[config.mk]
export PLATFORM = sky130hd
export DESIGN_NAME = scs_top
export DESIGN_NICKNAME = d
export VERILOG_FILES = /design/src/scs_pkg.sv /design/src/scs_osc_if.sv /design/src/scs_osc.sv /design/src/scs_top.sv
export SDC_FILE = /design/constraint.sdc
export NUM_CORES = 1
export LEC_CHECK = 0
export BUFFER_PORTS_ARGS = -buffer_cell sky130_fd_sc_hd__buf_2
export CAP_MARGIN = 20
export CORE_ASPECT_RATIO = 2
export CORE_MARGIN = 8
export CORE_UTILIZATION = 35
export CTS_BUF_LIST = sky130_fd_sc_hd__clkbuf_16
export DETAILED_ROUTE_END_ITERATION = 6
export PLACE_DENSITY = 0.5
export SETUP_SLACK_MARGIN = 0.02
export SLEW_MARGIN = 20
export SYNTH_ARGS = -nofsm -noshare
export SYNTH_HDL_FRONTEND = slang
export SYNTH_HIERARCHICAL = 1
export SYNTH_SLANG_ARGS = --single-unit
[constraint.sdc]
create_clock -name pclk -period 10.9 [get_ports pclk]
set_input_delay 1.09 -clock pclk [delete_from_list [all_inputs] [get_ports pclk]]
set_output_delay 1.09 -clock pclk [all_outputs]
set_load 0.05 [all_outputs]
[src/scs_pkg.sv]
package scs_pkg;
   localparam int CLK_MHZ = 125;
   localparam int SYNC_LOW_NS = 500;
   localparam int SYNC_LOW_CYC = (SYNC_LOW_NS * CLK_MHZ) / 1000;
   // register byte offsets
   localparam logic [11:0] OFS_FREQ = 12'h000;
   localparam logic [11:0] OFS_PHASE = 12'h004;
   localparam logic [11:0] OFS_GLOBAL = 12'h008;
   localparam logic [11:0] OFS_PAD = 12'h00C;
   localparam logic [11:0] OFS_STAT = 12'h010;
   localparam logic [11:0] OFS_MASK = 12'h014;
   localparam logic [11:0] OFS_CTRL = 12'h018;
   // field positions
   localparam int GLB_SYNC_DIS_BIT = 4;
   localparam int GLB_EXT_CLK_BIT = 5;
   localparam int PH_SHARE_EA_BIT = 7;
   localparam int PAD_INT_NOOUT_BIT = 10;
   localparam int PAD_LOCKED_BIT = 0;
   localparam int PAD_EXT_PRESENT_BIT = 1;
   localparam int PAD_FAULT_BIT = 2;
   localparam int CTRL_SRC_CMD_BIT = 0;
   // status event bits
   localparam int EV_LOCK = 0;
   localparam int EV_LOSS = 1;
   localparam int EV_FAULT = 2;
   localparam int EV_REJECT = 3;
   localparam int EV_W = 4;
   // reset values
   localparam logic [15:0] FREQ_RST = 16'h03E8;
   localparam logic [7:0] PHASE_RST = 8'h00;
   localparam logic [7:0] GLOBAL_RST = 8'h00;
   // period field width and phase table resolution
   localparam int PER_W = 16;
   localparam int PH_SEL_W = 3;
   typedef enum logic [1:0] {
      SCS_INT = 2'b00,
      SCS_LOCKED = 2'b01,
      SCS_HOLD = 2'b10
   } scs_mode_type;
endpackage : scs_pkg

[src/scs_osc_if.sv]
`timescale 1ns/1ps
// links the top to the period oscillator
interface scs_osc_if;
   logic [15:0] period;
   logic [15:0] offs0;
   logic [15:0] offs1;
   logic resync;
   logic tick;
   logic [15:0] count;
   logic tg0;
   logic tg1;
   modport top (output period, output offs0, output offs1, output resync,
      input tick, input count, input tg0, input tg1);
   modport osc (input period, input offs0, input offs1, input resync,
      output tick, output count, output tg0, output tg1);
endinterface : scs_osc_if

[src/scs_osc.sv]
`timescale 1ns/1ps
module scs_osc
   import scs_pkg::*;
(
   input wire logic pclk,
   input wire logic presetn,
   scs_osc_if.osc o
);
   logic [15:0] cnt_reg;
   // period counter, restarted by the lock loop on the sync falling edge
   always_ff @(posedge pclk or negedge presetn) begin
      if (!presetn) begin
         cnt_reg <= 16'h0000;
      end else if (o.resync || cnt_reg >= o.period - 16'h0001) begin
         cnt_reg <= 16'h0000;
      end else begin
         cnt_reg <= cnt_reg + 16'h0001;
      end
   end
   assign o.count = cnt_reg;
   assign o.tick = (cnt_reg == 16'h0000);
   // top gate rises at its offset from the period start, high half a period or until the period ends if that comes first
   assign o.tg0 = ((cnt_reg - o.offs0) & 16'h7FFF) < (o.period >> 1);
   assign o.tg1 = ((cnt_reg - o.offs1) & 16'h7FFF) < (o.period >> 1);
endmodule : scs_osc

[src/scs_top.sv]
`timescale 1ns/1ps
module scs_top
   import scs_pkg::*;
#(
   parameter int LOSS_MULT = 2
)(
   input wire logic pclk,
   input wire logic presetn,
   input wire logic psel,
   input wire logic penable,
   input wire logic pwrite,
   input wire logic [11:0] paddr,
   input wire logic [31:0] pwdata,
   output logic [31:0] prdata,
   output logic pready,
   output logic pslverr,
   input wire logic run0,
   input wire logic run1,
   input wire logic [15:0] rate_strap_pin,
   input wire logic [2:0] phase_strap_pin,
   input wire logic sync_in,
   output logic sync_out,
   output logic sync_oe,
   output logic top_gate_out0,
   output logic top_gate_out1,
   output logic share_err_amp,
   output logic lock_fault,
   output logic irq
);
   initial begin
      if (LOSS_MULT < 1) $error("LOSS_MULT must be at least one");
   end

   scs_osc_if oi();
   scs_osc u_osc (.pclk(pclk), .presetn(presetn), .o(oi));

   logic [15:0] freq_reg;
   logic [7:0] phase_reg;
   logic [7:0] global_reg;
   logic [EV_W-1:0] stat_reg;
   logic [EV_W-1:0] mask_reg;
   logic [1:0] ctrl_reg;
   logic [2:0] strap_ph_reg;
   logic [15:0] strap_fr_reg;
   logic strap_done_reg;
   logic strap_arm_reg;
   logic [2:0] strap_ph_s;
   logic [15:0] strap_fr_s;
   logic [1:0] run0_s, run1_s;
   logic [2:0] sync_s;
   logic [16:0] ext_cnt_reg;
   logic [15:0] ext_per_reg;
   scs_mode_type mode_reg;
   logic [15:0] low_cnt_reg;
   logic [31:0] rdata_next;

   // pin synchronisers; only the second stage and later are read
   always_ff @(posedge pclk or negedge presetn) begin
      if (!presetn) begin
         run0_s <= 2'b00;
         run1_s <= 2'b00;
         sync_s <= 3'b111;
      end else begin
         run0_s <= {run0_s[0], run0};
         run1_s <= {run1_s[0], run1};
         sync_s <= {sync_s[1:0], sync_in};
      end
   end

   wire chans_idle = !run0_s[1] && !run1_s[1] && !ctrl_reg[1];
   wire sync_fall = sync_s[2] && !sync_s[1];
   wire acc = psel && penable;
   wire wr = acc && pwrite;
   wire rd = acc && !pwrite;

   // straps pass a sampling stage, then are captured once after reset release
   always_ff @(posedge pclk or negedge presetn) begin
      if (!presetn) begin
         strap_arm_reg <= 1'b0;
         strap_done_reg <= 1'b0;
         strap_ph_s <= 3'b000;
         strap_fr_s <= 16'h0000;
         strap_ph_reg <= 3'b000;
         strap_fr_reg <= 16'h0000;
      end else begin
         strap_ph_s <= phase_strap_pin;
         strap_fr_s <= rate_strap_pin;
         strap_arm_reg <= 1'b1;
         if (strap_arm_reg && !strap_done_reg) begin
            strap_done_reg <= 1'b1;
            strap_ph_reg <= strap_ph_s;
            strap_fr_reg <= strap_fr_s;
         end
      end
   end

   // sync disabled by stored global bit, or by strap code 7 while the straps are the source
   wire sync_dis = global_reg[GLB_SYNC_DIS_BIT] || (!ctrl_reg[CTRL_SRC_CMD_BIT]
      && strap_ph_reg == 3'b111);
   wire ext_mode = global_reg[GLB_EXT_CLK_BIT] || sync_dis;
   // frequency and phase sources chosen together by the one CTRL source bit
   wire [15:0] per_sel = ctrl_reg[CTRL_SRC_CMD_BIT] ? freq_reg : strap_fr_reg;
   wire [2:0] ph_sel = ctrl_reg[CTRL_SRC_CMD_BIT] ? phase_reg[2:0] : strap_ph_reg;
   wire no_freq = (per_sel == 16'h0000);

   function automatic logic [15:0] ph_offs(input logic [15:0] per, input logic [2:0] sel);
      ph_offs = 16'((32'(per) * 32'(sel)) >> PH_SEL_W);
   endfunction : ph_offs

   // register writes; frequency and phase only while stopped
   always_ff @(posedge pclk or negedge presetn) begin
      if (!presetn) begin
         freq_reg <= FREQ_RST;
         phase_reg <= PHASE_RST;
         global_reg <= GLOBAL_RST;
         mask_reg <= '0;
         ctrl_reg <= 2'b00;
      end else if (wr) begin
         case (paddr)
            OFS_FREQ: if (chans_idle) freq_reg <= pwdata[15:0];
            OFS_PHASE: if (chans_idle) phase_reg <= pwdata[7:0];
            OFS_GLOBAL: global_reg <= pwdata[7:0];
            OFS_MASK: mask_reg <= pwdata[EV_W-1:0];
            OFS_CTRL: ctrl_reg <= pwdata[1:0];
            default: ;
         endcase
      end
   end

   // measure external period; loss when no edge within LOSS_MULT periods
   wire [16:0] loss_lim = 17'(LOSS_MULT) * 17'(per_sel);
   wire ext_fast = ext_cnt_reg < 17'({per_sel, 1'b0});
   always_ff @(posedge pclk or negedge presetn) begin
      if (!presetn) begin
         ext_cnt_reg <= '0;
         ext_per_reg <= '0;
      end else if (sync_fall) begin
         ext_cnt_reg <= '0;
         ext_per_reg <= ext_cnt_reg[15:0];
      end else if (ext_cnt_reg != 17'h1FFFF) begin
         ext_cnt_reg <= ext_cnt_reg + 17'h00001;
      end
   end
   // our own pulse must never count as a foreign clock, in holdover too
   wire own_edge = sync_oe;
   wire ext_edge = sync_fall && !own_edge && ext_fast;
   wire ext_lost = ext_cnt_reg > loss_lim;

   // lock state: internal, locked, or holdover after loss
   always_ff @(posedge pclk or negedge presetn) begin
      if (!presetn) begin
         mode_reg <= SCS_INT;
      end else begin
         case (mode_reg)
            SCS_INT: if (ext_edge) mode_reg <= SCS_LOCKED;
            SCS_LOCKED: if (ext_lost) mode_reg <= SCS_HOLD;
            SCS_HOLD: if (ext_edge) mode_reg <= SCS_LOCKED;
            default: mode_reg <= SCS_INT;
         endcase
      end
   end

   wire [15:0] act_per = (mode_reg == SCS_LOCKED && ext_per_reg != 16'h0000) ?
      ext_per_reg : per_sel;
   assign oi.period = (act_per == 16'h0000) ? 16'hFFFF : act_per;
   assign oi.offs0 = 16'h0000;
   assign oi.offs1 = ph_offs(oi.period, ph_sel);
   assign oi.resync = (mode_reg == SCS_LOCKED) && sync_fall;

   // sync pulse driver; a started pulse runs its full length so the shared
   // line sees no runt, new pulses are held off in external mode or while locked
   wire pulse_ok = !ext_mode && mode_reg != SCS_LOCKED && !no_freq;
   always_ff @(posedge pclk or negedge presetn) begin
      if (!presetn) begin
         low_cnt_reg <= '0;
         sync_oe <= 1'b0;
      end else if (low_cnt_reg != 16'h0000) begin
         low_cnt_reg <= low_cnt_reg - 16'h0001;
      end else if (oi.tick && pulse_ok) begin
         low_cnt_reg <= 16'(SYNC_LOW_CYC - 1);
         sync_oe <= 1'b1;
      end else begin
         sync_oe <= 1'b0;
      end
   end

   wire fault_now = no_freq && (mode_reg != SCS_LOCKED);
   wire pad_int_noout = ext_mode && (mode_reg != SCS_LOCKED);

   // registered outputs
   always_ff @(posedge pclk or negedge presetn) begin
      if (!presetn) begin
         sync_out <= 1'b0;
         top_gate_out0 <= 1'b0;
         top_gate_out1 <= 1'b0;
         share_err_amp <= 1'b0;
         lock_fault <= 1'b0;
         irq <= 1'b0;
      end else begin
         sync_out <= 1'b0;
         top_gate_out0 <= oi.tg0 && run0_s[1] && !ctrl_reg[1];
         top_gate_out1 <= oi.tg1 && run1_s[1] && !ctrl_reg[1];
         share_err_amp <= phase_reg[PH_SHARE_EA_BIT];
         lock_fault <= fault_now;
         irq <= |(stat_reg & mask_reg);
      end
   end

   // sticky events; set wins over clear-on-read
   logic [EV_W-1:0] ev;
   always_comb begin
      ev = '0;
      ev[EV_LOCK] = ext_edge && mode_reg != SCS_LOCKED;
      ev[EV_LOSS] = mode_reg == SCS_LOCKED && ext_lost;
      ev[EV_FAULT] = fault_now && !lock_fault;
      ev[EV_REJECT] = wr && !chans_idle && (paddr == OFS_FREQ || paddr == OFS_PHASE);
   end
   always_ff @(posedge pclk or negedge presetn) begin
      if (!presetn) begin
         stat_reg <= '0;
      end else if (rd && paddr == OFS_STAT) begin
         stat_reg <= ev;
      end else begin
         stat_reg <= stat_reg | ev;
      end
   end

   // read mux
   always_comb begin
      rdata_next = 32'h00000000;
      case (paddr)
         OFS_FREQ: rdata_next[15:0] = freq_reg;
         OFS_PHASE: rdata_next[7:0] = phase_reg;
         OFS_GLOBAL: rdata_next[7:0] = global_reg;
         OFS_PAD: begin
            rdata_next[PAD_INT_NOOUT_BIT] = pad_int_noout;
            rdata_next[PAD_LOCKED_BIT] = mode_reg == SCS_LOCKED;
            rdata_next[PAD_EXT_PRESENT_BIT] = !ext_lost;
            rdata_next[PAD_FAULT_BIT] = lock_fault;
         end
         OFS_STAT: rdata_next[EV_W-1:0] = stat_reg;
         OFS_MASK: rdata_next[EV_W-1:0] = mask_reg;
         OFS_CTRL: rdata_next[1:0] = ctrl_reg;
         default: rdata_next = 32'h00000000;
      endcase
   end

   // APB answer: one setup plus a zero-wait access; data registered
   wire mapped = paddr inside {OFS_FREQ, OFS_PHASE, OFS_GLOBAL, OFS_PAD, OFS_STAT,
      OFS_MASK, OFS_CTRL};
   always_ff @(posedge pclk or negedge presetn) begin
      if (!presetn) begin
         prdata <= '0;
         pready <= 1'b0;
         pslverr <= 1'b0;
      end else if (psel && !penable) begin
         prdata <= rdata_next;
         pready <= 1'b1;
         pslverr <= !mapped;
      end else begin
         pready <= 1'b0;
         pslverr <= 1'b0;
      end
   end
endmodule : scs_top

==> reports/qor.yml <==
grt-ovfl-total: 0
clock_skew_ps: 14.2
pwr-share-comb_pct: 61.5
core.rowCount: 98
hold_violations: 0
worstMarginPinSlew_ps: 948
vias_per_cell: 5.22
drc: 0
swShare_pct: 46.0
hpwl_mm: 27.4
yosysWarnings: 6
startpoint_type: "flip-flop"
core_um2: 35600
root_buffer: "clkbuf_16"
place_area_um2: 13400
nets: 1584
drtIter0Drc: 391
slowest_delay_ps: 710
grt_pass1_wl_mm: 54.8
h-tree-depth: 4
numCtsBuffers: 17
critPathKind: "flip-flop to flip-flop"
vias: 9657
cts-hold-fix-buffers: 0
finalSetupViolations: 0
syn_area_per_cell_um2: 9.61
postLayoutCellArea_um2: 14000
crit_required_ps: 11270
fillers: 3572
firstDrtPassIters: 7
start_util_pct: 35.2
gr-usage-all-layers_pct: 16.7
cp_slowest_cell: "dfrtp_1"
die_w_um: 150
post_cts_buffers: 0
critPathTopFamily: "compound AO/OA/AOI/OAI gates"
p_leak_uw: 0.00662
highest_layer: "met4"
clock-sinks: 180
post-route-util_pct: 39.3
path_common_cell: "a21oi_1"
period_minus_slack_ps: 9000
switchingPower_uw: 1700
ant_nets: 0
ios: 112
path_max_fanout: 15
slew_headroom_pct: 36.5
drive_gt1_share_pct: 17.0
syn_inst: 1302
cts_resized: 0
wire_per_inst_um: 18.6
path_buf_inv: 3
place_ws_ps: 1850
finalWirelength_mm: 34.4
clock_power_share_pct: 16.7
rsz0062_at_grt: "no"
wl_met3_um: 748
first_global_vias: 10302
die_height_um: 283
grt_max_degree: 114
cap_violations: 0
met1_length_mm: 11.8
clockBufferDepth: 2
timing.final.ws_setup_ps: 1900
antenna_found_initial: 0
netlist_area_um2: 12500
clk_latency_ps: 440
globalplace.congestion: 0.840
max_freq_ghz: 0.111
end_kind: "flip-flop"
dieArea_um2: 42400
fin_total_pwr_uw: 3700
hp-class: "flip-flop to flip-flop"
fin_crit_sh_pct: 82.6
n_antenna_cell: 0
clk_pin_slew_ps: 70
powerDensity_nw_per_um2: 265
syn2layout_area_growth_pct: 11.6
slew_viol_final: 0
peakVddDrop_uv: 153
largest_register_ffs: 17
cts_tree: "yes"
cp.arrival_ps: 9370
io_buffers: 78
setup_tns_ps: 0
p_seq_share_pct: 21.7
p_int_uw: 2000
wl_met2_mm: 19.9
status: "finished, final reports clean"
## final cells by class
class,count,area [um2],area share [%]
flip-flops and latches,180,4520,32.3
clock inverters,15,159,1.14
repair buffers,87,464,3.32
inverters,94,353,2.53
multi-input cells,1006,7490,53.6
clock buffers,17,425,3.05
well taps,450,563,4.03
## power groups by stage
stage | Combinational (uW) | Clock [uW] | Sequential [uW]
after floorplan | 1730 | 0 | 812
after global placement | 2260 | 0 | 817
after detailed placement | 2290 | 0 | 819
after CTS | 2310 | 641 | 806
after global routing | 2600 | 665 | 817
final | 2280 | 620 | 805
## worst register-to-register path, delay by kind of cell (launching register included)
family	cells	cell delay [ps]
DFF	1	710
adders and majority gates	4	1480
and+or+nand+nor	11	2230
xor gates and xnor gates	1	130
buffers and inverters	3	510
AOI/OAI and AO/OA	13	3870
## path summary, 6_finish.rpt
kind,startpoint,cells past startpoint,endpoint,slack (ps)
setup / recovery,ctrl_reg[0],32,top_gate_out1,1900
setup reg to reg,ctrl_reg[0],32,top_gate_out1,1900
min in group asynchronous,presetn,1,share_err_amp,760
max in group asynchronous,presetn,2,low_cnt_reg[8],8650
hold / removal,run1_s[0],0,run1_s[1],350
hold reg to reg,run1_s[0],0,run1_s[1],350
## metal layers
| layer | vias up | track usage (%) |
|---|---|---|
| met5 | - | 0 |
| met4 | 0 | 10.2 |
| met3 | 70 | 2.06 |
| met2 | 154 | 33.0 |
| met1 | 4702 | 15.4 |
| li1 | 4731 | - |
## layout by cell type, fill, tap and decap left out, drive strengths merged, types with 9 or more instances in the layout
| cell | count |
|---|---|
| o21ai | 49 |
| or3 | 15 |
| nor2 | 95 |
| a21o | 29 |
| inv | 101 |
| nand2 | 123 |
| dfrtp | 171 |
| xnor2 | 44 |
| and3 | 11 |
| ha | 110 |
| and2 | 11 |
| mux2i | 21 |
| clkbuf | 18 |
| buf | 86 |
| xor2 | 31 |
| dfstp | 9 |
| nand3 | 28 |
| nand4 | 20 |
| a31oi | 11 |
| o21a | 10 |
| conb | 33 |
| fa | 17 |
| nor3 | 52 |
| mux2 | 83 |
| nor4 | 19 |
| nor2b | 14 |
| a21oi | 71 |
## through the flow
| step | hold slack [ps] | instances |
|---|---|---|
| floorplan | 331 | 1333 |
| global placement | 335 | 1816 |
| detailed placement | 339 | 1816 |
| CTS | 351 | 1848 |
| global route | 363 | 1849 |
| finish | 347 | 1849 |
Power figures use the tool's default switching activity.
